**config.mk**
```make
export PLATFORM = sky130hd
export DESIGN_NAME = dec_event_counter
export DESIGN_NICKNAME = d
export VERILOG_FILES = /design/src/rtl/dec_pkg.sv /design/src/rtl/dec_rej_if.sv /design/src/rtl/dec_noise_rejector.sv /design/src/rtl/dec_event_counter.sv
export VERILOG_INCLUDE_DIRS = /design/src /design/src/rtl
export SDC_FILE = /design/constraint.sdc
export NUM_CORES = 1
export LEC_CHECK = 0
export BUFFER_PORTS_ARGS = -buffer_cell sky130_fd_sc_hd__buf_2
export CORE_UTILIZATION = 50
export DETAILED_ROUTE_END_ITERATION = 8
export GPL_TIMING_DRIVEN = 0
export PLACE_DENSITY = 0.88
export SLEW_MARGIN = 20
export SYNTH_ARGS = -nofsm -noshare
export SYNTH_HDL_FRONTEND = slang
export SYNTH_SLANG_ARGS = --single-unit
```
**constraint.sdc**
```tcl
create_clock -name clk_sys -period 1.7 [get_ports clk_sys]
set_input_delay 0.17 -clock clk_sys [delete_from_list [all_inputs] [get_ports clk_sys]]
set_output_delay 0.17 -clock clk_sys [all_outputs]
set_load 0.02 [all_outputs]
```
**src/rtl/dec_map.svh**
```systemverilog
// Functional notes
// - Counters read as read-only nibble pairs
// - Counter B nibbles at 2FAH and 2FBH
// - Reset leaves both counters at 00H
// - Writing D0 one clears counter A
// - Writing D1 one clears counter B
// - Clear bits always read back zero
// - Run bit gates counting, resets zero
// - Mode bit: zero phase, one separate
// - Run changes act at rejector falling edge
// - Each counter is eight-bit binary up-counter
// - Phase mode: leading input picks counter
// - Separate mode: each input own counter
// - Rejector clock is oscillator over 16/128
`ifndef DEC_MAP_SVH
`define DEC_MAP_SVH

// ----------------------------------------------------------------------
// Register indices; the byte address is four times the index.
// ----------------------------------------------------------------------
`define DEC_IDX_A_LOW   12'h2f8
`define DEC_IDX_A_HIGH  12'h2f9
`define DEC_IDX_B_LOW   12'h2fa
`define DEC_IDX_B_HIGH  12'h2fb
`define DEC_IDX_CTRL    12'h2fc
`define DEC_ADDR_W      14

// ----------------------------------------------------------------------
// Control register fields and reset values.
// ----------------------------------------------------------------------
`define DEC_BIT_CLR_A   0
`define DEC_BIT_CLR_B   1
`define DEC_BIT_RUN     2
`define DEC_BIT_MODE    3
`define DEC_CNT_RST     8'h00
`define DEC_RUN_RST     1'b0
`define DEC_MODE_RST    1'b0

// ----------------------------------------------------------------------
// Noise rejector divider last counts, one less than the ratio in oscillator periods.
// ----------------------------------------------------------------------
`define DEC_DIV_SLOW    7'h7f
`define DEC_DIV_FAST    7'h0f

// ----------------------------------------------------------------------
// AXI responses.
// ----------------------------------------------------------------------
`define DEC_RESP_OKAY   2'b00
`define DEC_RESP_SLVERR 2'b10

`endif

```
**src/rtl/dec_pkg.sv**
```systemverilog
package dec_pkg;
  typedef logic [7:0] dec_count_t;
  typedef logic [3:0] dec_nibble_t;
  typedef enum logic {DEC_PHASE, DEC_SEPARATE} dec_mode_t;
  typedef enum {DEC_W_IDLE, DEC_W_RESP} dec_wstate_t;
  typedef enum {DEC_R_IDLE, DEC_R_RESP} dec_rstate_t;
endpackage

```
**src/rtl/dec_rej_if.sv**
```systemverilog
`timescale 1ns/1ns
interface dec_rej_if;
  logic       fallTick;
  logic [1:0] level;
  logic [1:0] rise;
  modport src (output fallTick, output level, output rise);
  modport dst (input fallTick, input level, input rise);
endinterface

```
**src/rtl/dec_noise_rejector.sv**
```systemverilog
`timescale 1ns/1ns
`include "dec_map.svh"
module dec_noise_rejector import dec_pkg::*; #(
  parameter bit DIV_BY_128 = 1'b0
) (
  // Clock and control
  input  wire logic clk_sys,
  input  wire logic rst,
  input  wire logic ce,
  // Oscillator and pins
  input  wire logic lowSpeedOscClock,
  input  wire logic pulseInputA,
  input  wire logic pulseInputB,
  // Filtered result
  dec_rej_if.src    rej
);
  localparam logic [6:0] DIV_LAST = DIV_BY_128 ? `DEC_DIV_SLOW : `DEC_DIV_FAST;
  localparam logic [6:0] DIV_HALF = 7'((8'(DIV_LAST) + 8'h01) >> 1);

  logic       oscPrev_q, oscPrev_d;
  logic [6:0] div_q, div_d;
  logic [1:0] samp_q, samp_d;
  logic [1:0] level_q, level_d;
  logic [1:0] rise_q, rise_d;
  logic       fall_q, fall_d;
  logic       oscEdge;
  logic [1:0] pins;

  // ----------------------------------------------------------------------
  // Divider and two-sample filter.
  // ----------------------------------------------------------------------
  // A level is accepted only when two samples one rejector period apart
  // agree, so a glitch shorter than half a period can never pass.
  always_comb begin
    pins      = {pulseInputB, pulseInputA};
    oscEdge   = lowSpeedOscClock & ~oscPrev_q;
    oscPrev_d = lowSpeedOscClock;
    div_d     = div_q;
    samp_d    = samp_q;
    level_d   = level_q;
    fall_d    = 1'b0;
    if (oscEdge) begin
      div_d = (div_q == DIV_LAST) ? 7'h00 : div_q + 7'h01;
      fall_d = (div_q == DIV_HALF - 7'h01);
      if (div_q == DIV_LAST) begin
        samp_d = pins;
        level_d = (pins == samp_q) ? pins : level_q;
      end
    end
    rise_d = level_d & ~level_q;
  end

  always_ff @(posedge clk_sys) begin
    if (rst) begin
      oscPrev_q <= 1'b0;
      div_q     <= 7'h00;
      samp_q    <= 2'h0;
      level_q   <= 2'h0;
      rise_q    <= 2'h0;
      fall_q    <= 1'b0;
    end else if (ce) begin
      oscPrev_q <= oscPrev_d;
      div_q     <= div_d;
      samp_q    <= samp_d;
      level_q   <= level_d;
      rise_q    <= rise_d;
      fall_q    <= fall_d;
    end
  end

  assign rej.fallTick = fall_q;
  assign rej.level    = level_q;
  assign rej.rise     = rise_q;
endmodule

```
**src/rtl/dec_event_counter.sv**
```systemverilog
// Our own choice: the AXI4-Lite interface to the registers.
`timescale 1ns/1ns
`include "dec_map.svh"
module dec_event_counter import dec_pkg::*; #(
  parameter bit DIV_BY_128 = 1'b0
) (
  // Clock, reset, enable
  input  wire logic                   clk_sys,
  input  wire logic                   rst,
  input  wire logic                   ce,
  // Pins
  input  wire logic                   lowSpeedOscClock,
  input  wire logic                   pulseInputA,
  input  wire logic                   pulseInputB,
  output logic                        portLevelA,
  output logic                        portLevelB,
  // AXI4-Lite write address and data
  input  wire logic [`DEC_ADDR_W-1:0] s_axi_awaddr,
  input  wire logic                   s_axi_awvalid,
  output logic                        s_axi_awready,
  input  wire logic [31:0]            s_axi_wdata,
  input  wire logic [3:0]             s_axi_wstrb,
  input  wire logic                   s_axi_wvalid,
  output logic                        s_axi_wready,
  // AXI4-Lite write response
  output logic [1:0]                  s_axi_bresp,
  output logic                        s_axi_bvalid,
  input  wire logic                   s_axi_bready,
  // AXI4-Lite read
  input  wire logic [`DEC_ADDR_W-1:0] s_axi_araddr,
  input  wire logic                   s_axi_arvalid,
  output logic                        s_axi_arready,
  output logic [31:0]                 s_axi_rdata,
  output logic [1:0]                  s_axi_rresp,
  output logic                        s_axi_rvalid,
  input  wire logic                   s_axi_rready
);

  dec_rej_if rej ();

  dec_noise_rejector #(.DIV_BY_128(DIV_BY_128)) uRej (
    .clk_sys          (clk_sys),
    .rst              (rst),
    .ce               (ce),
    .lowSpeedOscClock (lowSpeedOscClock),
    .pulseInputA      (pulseInputA),
    .pulseInputB      (pulseInputB),
    .rej              (rej.src)
  );

  // ----------------------------------------------------------------------
  // Address decode.
  // ----------------------------------------------------------------------
  // Only whole words decode; the two low address bits are ignored, and any
  // unmapped word answers with a slave error so software notices the slip.
  function automatic logic [2:0] decodeIdx(input logic [`DEC_ADDR_W-1:0] addr);
    logic [11:0] idx;
    idx = addr[`DEC_ADDR_W-1:2];
    case (idx)
      `DEC_IDX_A_LOW:  decodeIdx = 3'h1;
      `DEC_IDX_A_HIGH: decodeIdx = 3'h2;
      `DEC_IDX_B_LOW:  decodeIdx = 3'h3;
      `DEC_IDX_B_HIGH: decodeIdx = 3'h4;
      `DEC_IDX_CTRL:   decodeIdx = 3'h5;
      default:         decodeIdx = 3'h0;
    endcase
  endfunction

  // ----------------------------------------------------------------------
  // Write channel.
  // ----------------------------------------------------------------------
  dec_wstate_t           wState_q, wState_d;
  logic                  awHeld_q, awHeld_d;
  logic                  wHeld_q, wHeld_d;
  logic [`DEC_ADDR_W-1:0] awAddr_q, awAddr_d;
  logic [3:0]            wData_q, wData_d;
  logic                  wLane_q, wLane_d;
  logic                  awReady_q, awReady_d;
  logic                  wReady_q, wReady_d;
  logic                  bValid_q, bValid_d;
  logic [1:0]            bResp_q, bResp_d;
  logic                  doWrite;
  logic [2:0]            wSel;

  always_comb begin
    wState_d  = wState_q;
    awHeld_d  = awHeld_q;
    wHeld_d   = wHeld_q;
    awAddr_d  = awAddr_q;
    wData_d   = wData_q;
    wLane_d   = wLane_q;
    bValid_d  = bValid_q;
    bResp_d   = bResp_q;
    doWrite   = 1'b0;
    wSel      = decodeIdx(awAddr_q);
    if (s_axi_awvalid && awReady_q) begin
      awHeld_d = 1'b1;
      awAddr_d = s_axi_awaddr;
    end
    if (s_axi_wvalid && wReady_q) begin
      wHeld_d = 1'b1;
      wData_d = s_axi_wdata[3:0];
      wLane_d = s_axi_wstrb[0];
    end
    case (wState_q)
      DEC_W_IDLE: begin
        if (awHeld_q && wHeld_q) begin
          doWrite  = wLane_q;
          bValid_d = 1'b1;
          bResp_d  = (wSel == 3'h0) ? `DEC_RESP_SLVERR : `DEC_RESP_OKAY;
          wState_d = DEC_W_RESP;
        end
      end
      DEC_W_RESP: begin
        if (s_axi_bready) begin
          bValid_d = 1'b0;
          awHeld_d = 1'b0;
          wHeld_d  = 1'b0;
          wState_d = DEC_W_IDLE;
        end
      end
      default: wState_d = DEC_W_IDLE;
    endcase
    awReady_d = ~awHeld_d;
    wReady_d  = ~wHeld_d;
  end

  always_ff @(posedge clk_sys) begin
    if (rst) begin
      wState_q  <= DEC_W_IDLE;
      awHeld_q  <= 1'b0;
      wHeld_q   <= 1'b0;
      awAddr_q  <= '0;
      wData_q   <= 4'h0;
      wLane_q   <= 1'b0;
      awReady_q <= 1'b0;
      wReady_q  <= 1'b0;
      bValid_q  <= 1'b0;
      bResp_q   <= `DEC_RESP_OKAY;
    end else if (ce) begin
      wState_q  <= wState_d;
      awHeld_q  <= awHeld_d;
      wHeld_q   <= wHeld_d;
      awAddr_q  <= awAddr_d;
      wData_q   <= wData_d;
      wLane_q   <= wLane_d;
      awReady_q <= awReady_d;
      wReady_q  <= wReady_d;
      bValid_q  <= bValid_d;
      bResp_q   <= bResp_d;
    end
  end

  // ----------------------------------------------------------------------
  // Control bits and counters.
  // ----------------------------------------------------------------------
  logic       runCtrl_q, runCtrl_d;
  dec_mode_t  mode_q, mode_d;
  logic       runActive_q, runActive_d;
  dec_count_t cntA_q, cntA_d;
  dec_count_t cntB_q, cntB_d;
  logic       stepA;
  logic       stepB;
  logic       ctrlWr;

  // The run bit only reaches the counters at the next rejector falling tick,
  // so a pulse that is half way through the filter is never cut in two.

  always_comb begin
    ctrlWr      = doWrite && (wSel == 3'h5);
    runCtrl_d   = ctrlWr ? wData_q[`DEC_BIT_RUN] : runCtrl_q;
    mode_d      = ctrlWr ? dec_mode_t'(wData_q[`DEC_BIT_MODE]) : mode_q;
    runActive_d = rej.fallTick ? runCtrl_q : runActive_q;
    stepA       = 1'b0;
    stepB       = 1'b0;
    if (runActive_q) begin
      case (mode_q)
        // A rise while the other input is already high means the other led.
        DEC_PHASE: begin
          stepB = rej.rise[1] & ~rej.rise[0] & rej.level[0];
          stepA = rej.rise[0] & ~rej.rise[1] & rej.level[1];
        end
        DEC_SEPARATE: begin
          stepA = rej.rise[0];
          stepB = rej.rise[1];
        end
        default: begin
          stepA = 1'b0;
          stepB = 1'b0;
        end
      endcase
    end
    // Writes to the count nibbles fall through here and leave the count alone.
    cntA_d = stepA ? cntA_q + 8'h01 : cntA_q;
    cntB_d = stepB ? cntB_q + 8'h01 : cntB_q;
    // A clear written in the same cycle as a pulse wins, so software sees 00H.
    if (ctrlWr && wData_q[`DEC_BIT_CLR_A]) begin
      cntA_d = `DEC_CNT_RST;
    end
    if (ctrlWr && wData_q[`DEC_BIT_CLR_B]) begin
      cntB_d = `DEC_CNT_RST;
    end
  end

  always_ff @(posedge clk_sys) begin
    if (rst) begin
      runCtrl_q   <= `DEC_RUN_RST;
      mode_q      <= dec_mode_t'(`DEC_MODE_RST);
      runActive_q <= `DEC_RUN_RST;
      cntA_q      <= `DEC_CNT_RST;
      cntB_q      <= `DEC_CNT_RST;
    end else if (ce) begin
      runCtrl_q   <= runCtrl_d;
      mode_q      <= mode_d;
      runActive_q <= runActive_d;
      cntA_q      <= cntA_d;
      cntB_q      <= cntB_d;
    end
  end

  // ----------------------------------------------------------------------
  // Read channel.
  // ----------------------------------------------------------------------
  dec_rstate_t rState_q, rState_d;
  logic        arReady_q, arReady_d;
  logic        rValid_q, rValid_d;
  logic [31:0] rData_q, rData_d;
  logic [1:0]  rResp_q, rResp_d;
  logic [1:0]  pinLvl_q, pinLvl_d;
  logic [3:0]  rdNib;
  logic [2:0]  rSel;

  // Reads are not synchronised to counting. A nibble pair read across a
  // carry can disagree, so software must read twice and keep a repeat.

  always_comb begin
    rState_d  = rState_q;
    rValid_d  = rValid_q;
    rData_d   = rData_q;
    rResp_d   = rResp_q;
    arReady_d = arReady_q;
    pinLvl_d  = rej.level;
    rSel      = decodeIdx(s_axi_araddr);
    case (rSel)
      3'h1:    rdNib = cntA_q[3:0];
      3'h2:    rdNib = cntA_q[7:4];
      3'h3:    rdNib = cntB_q[3:0];
      3'h4:    rdNib = cntB_q[7:4];
      3'h5:    rdNib = {mode_q, runCtrl_q, 2'b00};
      default: rdNib = 4'h0;
    endcase
    case (rState_q)
      DEC_R_IDLE: begin
        arReady_d = 1'b1;
        if (s_axi_arvalid && arReady_q) begin
          arReady_d = 1'b0;
          rValid_d  = 1'b1;
          rData_d   = {28'h0000000, rdNib};
          rResp_d   = (rSel == 3'h0) ? `DEC_RESP_SLVERR : `DEC_RESP_OKAY;
          rState_d  = DEC_R_RESP;
        end
      end
      DEC_R_RESP: begin
        if (s_axi_rready) begin
          rValid_d  = 1'b0;
          arReady_d = 1'b1;
          rState_d  = DEC_R_IDLE;
        end
      end
      default: rState_d = DEC_R_IDLE;
    endcase
  end

  always_ff @(posedge clk_sys) begin
    if (rst) begin
      rState_q  <= DEC_R_IDLE;
      arReady_q <= 1'b0;
      rValid_q  <= 1'b0;
      rData_q   <= 32'h00000000;
      rResp_q   <= `DEC_RESP_OKAY;
      pinLvl_q  <= 2'h0;
    end else if (ce) begin
      rState_q  <= rState_d;
      arReady_q <= arReady_d;
      rValid_q  <= rValid_d;
      rData_q   <= rData_d;
      rResp_q   <= rResp_d;
      pinLvl_q  <= pinLvl_d;
    end
  end

  // ----------------------------------------------------------------------
  // Outputs, all straight from flip-flops.
  // ----------------------------------------------------------------------
  // The port levels keep following the pins even while counting is stopped.
  assign portLevelA    = pinLvl_q[0];
  assign portLevelB    = pinLvl_q[1];
  assign s_axi_awready = awReady_q;
  assign s_axi_wready  = wReady_q;
  assign s_axi_bvalid  = bValid_q;
  assign s_axi_bresp   = bResp_q;
  assign s_axi_arready = arReady_q;
  assign s_axi_rvalid  = rValid_q;
  assign s_axi_rdata   = rData_q;
  assign s_axi_rresp   = rResp_q;
endmodule

```
==> results.cfg, run 1 <==
[outcome]
status = finished, violations left
violations = DRC

[die]
num_rows = 29
die_area_um2 = 7030
dieHeight_um = 83.8
die_w_um = 83.8
io_pins = 118
start_util_pct = 52.1
core_um2 = 6420

[setup_path]
cpPeakStageDelay_ns = 0.35
slowest_stage = dfxtp_1
worstPathMaxFanout = 10
timing.reg2reg.setup_slack_ns = 0.08
r2r-end = cntB_q[6]
critical_path_class = reg2reg
crit_path_start = awAddr_q[4]
cp_cell_sequence = nor4bb_4, nand4_1, buf_6, o2111ai_1, o221ai_1
r2r-start = awAddr_q[4]
crit_path_end_kind = register
critPathLaunchType = register
cp_data_arrival_time_ns = 1.83
rr_worst_depth = 5
critPathCapture = cntB_q[6]
critical_path_required_ns = 1.92

[sta]
whs_ns = 0.0494
relSlewSlack_pct = 60.5
maxSlewViolCount = 0
hold_viol = 0
clock_skew_ns = 0.0111
fmax_mhz = 619
fin_crit_ns = 1.62
tightest_slew_ns = 0.592
fin_tns_setup_ns = 0
fin_crit_sh_pct = 95.0
finalSetupViolCount = 0

[yosys]
avgSynthCellArea_um2 = 8.81
yosysTopAreaCell = dfxtp_1
yosys.area_share.adder_pct = 1.12
synthTopCellsByArea = dfxtp_1 39%, buf_4 6.7%, nand2_1 5.9%
async_flop_share_pct = 0
ys_ff_latch = 66
synthCells = 380
synthMuxAreaShare_pct = 6.58
synth_edf_count = 0
synth_ff_type = dfxtp_1
synth_top_cell_area_share_pct = 39.5
synth_cell_types = 51
yosysWarnings = 0
syn_area_um2 = 3350
synth_compound_area_share_pct = 16.7
synth-simple-area-share_pct = 24.3
synth_xor_area_share_pct = 2.62
synth_top_family_by_area = simple AND/OR/NAND/NOR gates
ys_seq_area_share_pct = 39.5

[clocking]
cts_root_buffer = clkbuf_8
clk_pin_slew_ns = 0.07
cts_sinks = 66
cts_buffers = 9
clock_latency_ns = 0.35
htree_levels = 3
clockBufferDepth = 2
cts_tree = done
hold_buffers = 0

[job]
max_cap_violations = 0

[global_route]
antenna_found_initial = 0
grt_pass1_wl_um = 13300
grt_use_total_pct = 23.8
grt_start_max_net_pins = 12
grt_pass1_vias = 2990
grt.overflow.total = 0

[detailed_routing]
drtAntennaViolNets = 0
drtPass1Iterations = 7
vias = 3192
via_per_inst = 5.76
wl_per_cell_um = 14.9
wl_um = 8230
drc = 20
drtIter0Drc = 250

[power_and_ir_drop]
powerDensity_nw_per_um2 = 807
ir_drop_mv = 0.637
p_leak_nw = 1.67

[layout]
syn_to_final_growth_pct = 20.9
register_area_um2 = 1320
diodes = 0
drive_above_1_share_pct = 24.9
multi_input_area_um2 = 1860
num-fill-cells = 560
nets = 550
stdcell_count = 554

[placed_design]
dp_cells = 537
io_buffers = 51
gp_congestion = 0.856
hpwl_um = 5760

[min_path]
min_path_type = in2reg
==> per-stage QoR <==
step	util (%)	power [W]	cell area (um^2)	setup slack [ns]
floorplan	-	0.00186	3460	0.227
global placement	59.3	0.00195	3810	-0.0673
detailed placement	59.3	0.00196	3810	-0.0964
CTS	62.6	0.00327	4020	0.00582
global route	63.0	0.00337	4050	-0.0144
finish	63.0	0.00327	4050	0.0849
==> area by class of cell <==
type	instances	share of cell area [%]
Multi-Input combinational cell	293	45.9
Sequential cell	66	32.7
Buffer	46	7.33
Timing Repair Buffer	52	6.49
Clock buffer	12	3.59
Tap cell	77	2.38
Clock inverter	4	1.27
Inverter	4	0.371
==> power breakdown <==
part,internal [W],leakage [nW],switching (W)
clock network,0.000719,0.0966,0.000617
registers,0.00157,0.535,0.0000194
logic,0.000134,1.04,0.000205
total,0.00242,1.67,0.000841
==> metal layers <==
metal  share of wire [%]  vias up  global-route usage (%)
li1                    -     1530                       -
met5                   0        -                       0
met3                 7.2       23                    4.85
met2                  48      147                    40.5
met4                 2.5        0                    14.4
met1                  42     1492                    27.5
==> state kept, by name, indices dropped and copies added, names as in the netlist, 2 cells and up <==
signal          flops
uRej.div_q          7
awAddr_q           12
wData_q             4
pinLvl_q            2
uRej.rej.level      2
uRej.samp_q         2
cntB_q              8
s_axi_rdata         4
uRej.rej.rise       2
cntA_q              8
==> placed cells by master (no fill, tap or decap), types with 3 or more instances in the layout <==
cell type,count
clkbuf_1,10
or3_1,4
nand3_1,9
o21ai_0,12
and2_1,6
conb_1,30
and3b_1,3
nand4_1,5
and3_1,6
nor2_1,31
a21oi_1,26
o2111ai_1,16
xnor2_1,6
o221ai_1,8
mux2i_1,13
buf_4,31
buf_1,4
buf_2,54
and4_1,3
nand2_1,53
clkbuf_8,10
and4b_1,3
dfxtp_1,64
nor3_1,7
xor2_1,4
mux4_2,4
inv_1,3
o211ai_1,3
or4_1,8
==> kinds of logic (layout without fill, tap and decap cells) <==
family | Yosys count | count (layout)
buf+inv | 50 | 118
simple gates | 154 | 154
fa+ha+maj | 3 | 3
other cells | 1 | 30
flops | 66 | 66
compound gates | 79 | 79
xor+xnor | 10 | 10
mux | 17 | 17
==> worst min-delay path by stage <==
stage | from | to | slack (ns) | cells past startpoint
finish | s_axi_awaddr[11] | awAddr_q[11] | 0.05 | 3
global route | s_axi_awaddr[9] | awAddr_q[9] | 0.05 | 3
CTS | s_axi_awaddr[10] | awAddr_q[10] | 0.04 | 3
detailed placement | s_axi_awaddr[10] | awAddr_q[10] | 0.42 | 3
global placement | s_axi_wdata[1] | wData_q[1] | 0.41 | 3
floorplan | s_axi_awaddr[11] | awAddr_q[11] | 0.31 | 2
==> critical path: cells and delay by family (launching register included) <==
| kind | cells | cell delay, ns |
|---|---|---|
| AO/OA/AOI/OAI | 2 | 0.40 |
| buffers and inverters | 1 | 0.21 |
| flip-flops | 1 | 0.35 |
| AND/OR/NAND/NOR | 2 | 0.52 |
==> synth_stat cells (2+ instances only) <==
master	instances
nor2_1	31
nor2b_1	2
and4b_1	3
buf_4	30
mux4_2	4
a22o_1	2
o221ai_1	8
inv_1	3
buf_2	3
or4_1	8
o221a_2	2
nand4_1	5
a311o_1	2
a2bb2oi_1	2
or3_1	4
nor3_1	7
and3b_1	3
o2111ai_1	16
and4_1	3
a21oi_1	26
o211ai_1	3
nand3_1	10
and2_1	5
clkbuf_1	9
xor2_1	4
a31o_2	2
ha_1	3
and3_1	6
xnor2_1	6
mux2i_1	13
o21ai_0	12
nand2_1	53
nor4b_1	2
and2_0	2
nor3b_1	2
buf_1	4
dfxtp_1	66
==> what timing repair did <==
item	4_1_cts	5_1_grt
resized for setup	1	13
buffers inserted	1	0
endpoints found under the hold margin	0	0
pin swaps	1	2
gates cloned	0	0
setup endpoints to repair	1	15
Power figures use the tool's default switching activity.
==> inputs of run 2 (changes only) <==
--- a/config.mk
+++ b/config.mk
@@ -6,12 +6,14 @@
 export SDC_FILE = /design/constraint.sdc
 export NUM_CORES = 1
 export LEC_CHECK = 0
+export ABC_CLOCK_PERIOD_IN_PS = 1700
 export BUFFER_PORTS_ARGS = -buffer_cell sky130_fd_sc_hd__buf_2
 export CORE_UTILIZATION = 50
 export DETAILED_ROUTE_END_ITERATION = 8
 export GPL_TIMING_DRIVEN = 0
-export PLACE_DENSITY = 0.88
+export PLACE_DENSITY = 0.89
 export SLEW_MARGIN = 20
 export SYNTH_ARGS = -nofsm -noshare
 export SYNTH_HDL_FRONTEND = slang
+export SYNTH_HIERARCHICAL = 1
 export SYNTH_SLANG_ARGS = --single-unit
==> run 2 against run 1 <==
The flow now finishes without violations. First-iteration DRC count increased by 37%. Count of clock-buffer cells in the layout unchanged. Clock power about the same. Hold slack improved by 0.015 ns. Cell count increased by 2.5%. Highest routed layer unchanged. Sequential share of layout area increased by 0.29 points. Register-to-register slack got worse by 0.02 ns. Critical path type unchanged.
==> results.cfg, run 2 <==
[placed_design]
hpwl_um = 5360
gp_congestion = 0.863
pre_cts_ws_ns = -0.0872
io_buffers = 51

[power_and_ir_drop]
power.total_w = 0.00326
p_leak_nw = 1.67
powerDensity_nw_per_um2 = 812
ir_drop_mv = 0.444
pwr-share-seq_pct = 48.9
p_comb_share_pct = 11.0
p_sw_share_pct = 24.4
p_sw_w = 0.000796
intPower_w = 0.00246
clkPwrFrac_pct = 40.2

[layout]
register_area_um2 = 1320
diodes = 0
largestRegisters = awAddr_q x12, cntA_q x8, cntB_q x8
largest_reg_flops = 12
final_cell_mix = 65 x dfxtp_1, 59 x nand2_1, 51 x buf_2, 40 x buf_4, 36 x a21oi_1
num-fill-cells = 509
largest_register = awAddr_q
drive_above_1_share_pct = 25.1
nets = 566
syn_to_final_growth_pct = 23.1
multi_input_area_um2 = 1730
final_common_cell = dfxtp_1

[detailed_routing]
drc = 0
vias = 3076
via_per_inst = 5.42
drtPass1Iterations = 5
drtIter0Drc = 342
drtAntennaViolNets = 0
wl_per_cell_um = 13.4
wl_um = 7630

[sta]
whs_ns = 0.0642
fmax_mhz = 612
timing.final.ws_setup_ns = 0.0670
fin_crit_ns = 1.63
fin_crit_sh_pct = 96.1
tightest_slew_ns = 0.538
finalSetupViolCount = 0
clock_skew_ns = 0.00941
maxSlewViolCount = 0
relSlewSlack_pct = 64.1
hold_viol = 0

[yosys]
synth_edf_count = 0
async_flop_share_pct = 0
yosysMostFrequentCell = dfxtp_1
synth_ff_type = dfxtp_1
synth_cell_types = 44
ys_ff_latch = 66
syn_area_um2 = 3260
yosysTopAreaCell = dfxtp_1
yosys-top-cells-count = 66 x dfxtp_1, 59 x nand2_1, 38 x a21oi_1
avgSynthCellArea_um2 = 8.39
ys_seq_area_share_pct = 40.6
synthTopCellsByArea = dfxtp_1 41%, buf_4 7.1%, nand2_1 6.8%
synth_top_cell_area_share_pct = 40.6
yosysWarnings = 6
synthCells = 388

[global_route]
grt_pass1_wl_um = 11800
grt_use_total_pct = 22.9
antenna_found_initial = 0
grt_pass1_vias = 2710
grt.overflow.total = 0
grt_start_max_net_pins = 12

[die]
die_w_um = 82.7
io_pins = 118
num_rows = 29
die_area_um2 = 6840
start_util_pct = 51.6
dieHeight_um = 82.7
core_um2 = 6310

[clocking]
clockBufferDepth = 2
clk_pin_slew_ns = 0.07
cts_tree = done
htree_levels = 3
cts_sinks = 66
cts_root_buffer = clkbuf_8
clock_latency_ns = 0.34
cts_buffers = 9

[setup_path]
slowest_stage = or4b_1
critical_path_required_ns = 1.97
cp_data_arrival_time_ns = 1.90
critPathLaunchType = register
worstPathMaxFanout = 6
crit_path_end_kind = register
cp_top_family = simple AND/OR/NAND/NOR gates
crit_buf_inv = 1
cpPeakStageDelay_ns = 0.45
critical_path_class = reg2reg
cp_cell_sequence = and3b_1, and4_4, buf_6, a31oi_4, or4b_1, o21ai_1

[outcome]
status = finished, final reports clean

[job]
max_cap_violations = 0

[min_path]
min_path_type = in2reg
run 2: worst paths after layout:
kind                            cells after the start              from  slack (ns)          endpoint
worst min-delay path                                3   s_axi_awaddr[3]        0.06       awAddr_q[3]
worst max-delay path                                6      s_axi_bvalid        0.07         cntB_q[6]
worst min register to register                      2  uRej/rej.rise[1]        0.46  uRej/rej.rise[1]
worst max register to register                      6      s_axi_bvalid        0.07         cntB_q[6]
run 2: final cells by class:
cell class	count	share of cell area, %
well taps	77	2.40
plain buffers	44	7.40
flip-flops and latches	66	33.0
multi-input cells	293	43.0
clock inverters	2	0.936
repair buffers	60	8.05
clock buffers	12	3.87
inverters	14	1.31
run 2: tightest hold or removal path: cells and delay by family:
| family | cells | cell delay (ns) |
|---|---|---|
| AOI/OAI and AO/OA | 1 | 0.05 |
| and+or+nand+nor | 1 | 0.04 |
| buffers and inverters | 1 | 0.09 |
run 2: per-layer routing:
metal  track usage (%)  share of wire [%]  wire [um]
met2              41.1                 49       3760
met5                 0                  0          0
met1              25.8                 41       3150
met3              5.71                7.9        602
met4              8.97                1.5        117
run 2: power groups by stage:
stage | logic (W) | registers [W] | clock network [W]
after floorplan | 0.000229 | 0.00163 | 0
after global placement | 0.000330 | 0.00162 | 0
after detailed placement | 0.000337 | 0.00163 | 0
after CTS | 0.000342 | 0.00159 | 0.00132
after global routing | 0.000394 | 0.00159 | 0.00138
final | 0.000357 | 0.00159 | 0.00131
run 2: cells by family (layout without fill, tap and decap cells):
group / Yosys count / after routing / synth area share, %
adder cells (fa/ha/maj): 3 / 3 / 1.15
multiplexers: 17 / 17 / 6.76
AND/OR/NAND/NOR: 162 / 162 / 24.8
flip-flops: 66 / 66 / 40.6
AO/OA/AOI/OAI: 74 / 74 / 14.0
buffers and inverters: 58 / 132 / 10.7
other: 1 / 30 / 0.115
XOR/XNOR: 7 / 7 / 1.88
run 2: repair_timing:
action,CTS,global route
gates cloned,0,0
hold buffers,0,0
endpoints found under the setup margin,15,14
hold endpoints to repair,0,0
resized for setup,2,4
pin swaps,3,3
setup buffers,3,6
run 2: stage by stage:
stage | area (um^2) | util, % | instances | TNS (ns)
4_1_cts | 3940 | 62.3 | 562 | 0
2_1_floorplan | 3370 | - | 417 | 0
5_1_grt | 4010 | 63.5 | 568 | -0.000587
3_5_place_dp | 3720 | 58.9 | 545 | -0.674
3_3_place_gp | 3720 | 58.9 | 545 | -0.227
6_report | 4010 | 63.5 | 568 | 0
==> inputs of run 3 (changes only) <==
==> constraint.sdc (replaced) <==
create_clock -name clk_sys -period 1.7 [get_ports clk_sys]
set_input_delay 0.085 -clock clk_sys [delete_from_list [all_inputs] [get_ports clk_sys]]
set_output_delay 0.085 -clock clk_sys [all_outputs]
set_load 0.02 [all_outputs]
==> run 3 against run 2 <==
Global-route usage grew 2.2 points. Fmax shrank 1.3%. Power rose by 1.4%.
==> results.cfg, run 3 (synthesis gave the netlist of run 2 again) <==
[layout]
nets = 580
diodes = 0
syn_to_final_growth_pct = 27.6
largest_reg_flops = 12
largest_register = awAddr_q
largestRegisters = awAddr_q x12, cntA_q x8, cntB_q x8
stdcell_count = 582
final_area_um2 = 4160
drive_above_1_share_pct = 24.2
final_cell_mix = 65 x dfxtp_1, 59 x nand2_1, 51 x buf_2, 38 x buf_4, 36 x a21oi_1
num-fill-cells = 480
register_area_um2 = 1320
final_common_cell = dfxtp_1
multi_input_area_um2 = 1730

[sta]
rsz0062_at_grt = yes
tightest_slew_ns = 0.554
fin_crit_sh_pct = 97.4
fin_crit_ns = 1.66
fmax_mhz = 604
hold_viol = 0
finalSetupViolCount = 0
maxSlewViolCount = 0
relSlewSlack_pct = 63.0
clock_skew_ns = 0.0133

[detailed_routing]
wl_per_cell_um = 14.4
vias = 3187
via_per_inst = 5.48
drtIter0Drc = 374
drtPass1Iterations = 5
wl_um = 8390
drc = 0
drtAntennaViolNets = 0

[die]
start_util_pct = 51.6
die_area_um2 = 6840
io_pins = 118
core_um2 = 6310
num_rows = 29
die_w_um = 82.7
dieHeight_um = 82.7

[clocking]
clock_latency_ns = 0.35
clockBufferDepth = 2
cts_tree = done
cts_root_buffer = clkbuf_8
cts_buffers = 9
cts_sinks = 66
clk_pin_slew_ns = 0.08
htree_levels = 3

[setup_path]
cp_cell_sequence = and3b_1, and4_4, buf_6, a31oi_4, or4b_1, o21ai_1
crit_buf_inv = 1
slowest_stage = or4b_1
cp_data_arrival_time_ns = 1.92
critical_path_required_ns = 1.97
critPathLaunchType = register
rr_worst_depth = 6
critical_path_class = reg2reg
crit_path_end_kind = register
worstPathMaxFanout = 6
cp.depth = 6
cpPeakStageDelay_ns = 0.45
cp_top_family = simple AND/OR/NAND/NOR gates

[power_and_ir_drop]
ir_drop_mv = 0.427
powerDensity_nw_per_um2 = 795
power.total_w = 0.00330
p_leak_nw = 1.73

[job]
max_cap_violations = 0

[placed_design]
hpwl_um = 5360
gp_congestion = 0.863
io_buffers = 51
dpl_cell_area_um2 = 3720
dp_cells = 545

[global_route]
grt_pass1_vias = 2886
grt.overflow.total = 0
grt_start_max_net_pins = 12
antenna_found_initial = 0
grt_pass1_wl_um = 12800
grt_use_total_pct = 25.1

[min_path]
min_path_type = in2reg
holdPathStages = 4

[outcome]
status = finished, final reports clean
## run 3: changes by cell type in the layout (fill, tap and decap cells not counted), sizes merged
cell         previous run  this run
buf                    93        92
dlygate4sd3             0        15
## run 3: worst reg2reg max path, cell delays in order, from the launching register on
cell     delay, ns
dfxtp_1       0.33
and3b_1       0.20
and4_4        0.15
buf_6         0.13
a31oi_4       0.24
or4b_1        0.45
o21ai_1       0.08
## run 3: layer usage
layer | share of wire [%] | wire length [um] | GRT usage, % | up-vias
met5 | 0 | 0 | 0 | -
met4 | 3.8 | 319 | 14.3 | 0
met3 | 7.8 | 654 | 5.05 | 40
met2 | 49 | 4100 | 43.4 | 174
met1 | 40 | 3320 | 28.6 | 1448
li1 | - | - | - | 1525
## run 3: repair_timing
action,in CTS,in global routing
endpoints found under the setup margin,15,14
hold buffers,15,0
hold endpoints to repair,15,0
setup buffers,3,5
gates resized for setup,2,5
pin swaps,3,5
## run 3: cell type report
class / instances / area share, %
Buffer: 44 / 7.14
Clock buffer: 12 / 3.73
Clock inverter: 2 / 0.903
Inverter: 14 / 1.26
Multi-Input combinational cell: 293 / 41.5
Sequential cell: 66 / 31.8
Tap cell: 77 / 2.32
Timing Repair Buffer: 74 / 11.3
## run 3: stage by stage
stage	hold slack [ns]	utilization, %	worst slack [ns]	setup TNS, ns
floorplan	0.162	-	0.0369	0
global placement	0.327	58.9	-0.0460	-0.227
detailed placement	0.335	58.9	-0.0872	-0.669
CTS	0.0179	64.7	0.0298	0
global route	0.0314	65.8	-0.0215	-0.0563
finish	0.0155	65.8	0.0450	0
## run 3: final timing paths
path | startpoint | end | slack, ns
max reg2reg | awHeld_q | cntB_q[6] | 0.04
max | awHeld_q | cntB_q[6] | 0.04
min | s_axi_rready | s_axi_rvalid | 0.02
min reg2reg | uRej/rej.rise[1] | uRej/rej.rise[1] | 0.46
## run 3: where the power goes
part	leakage (nW)	total [W]	internal, W	switching (W)
registers	0.534	0.00159	0.00157	0.0000207
logic	1.10	0.000389	0.000168	0.000221
clock network	0.0946	0.00132	0.000742	0.000580
total	1.73	0.00330	0.00248	0.000821
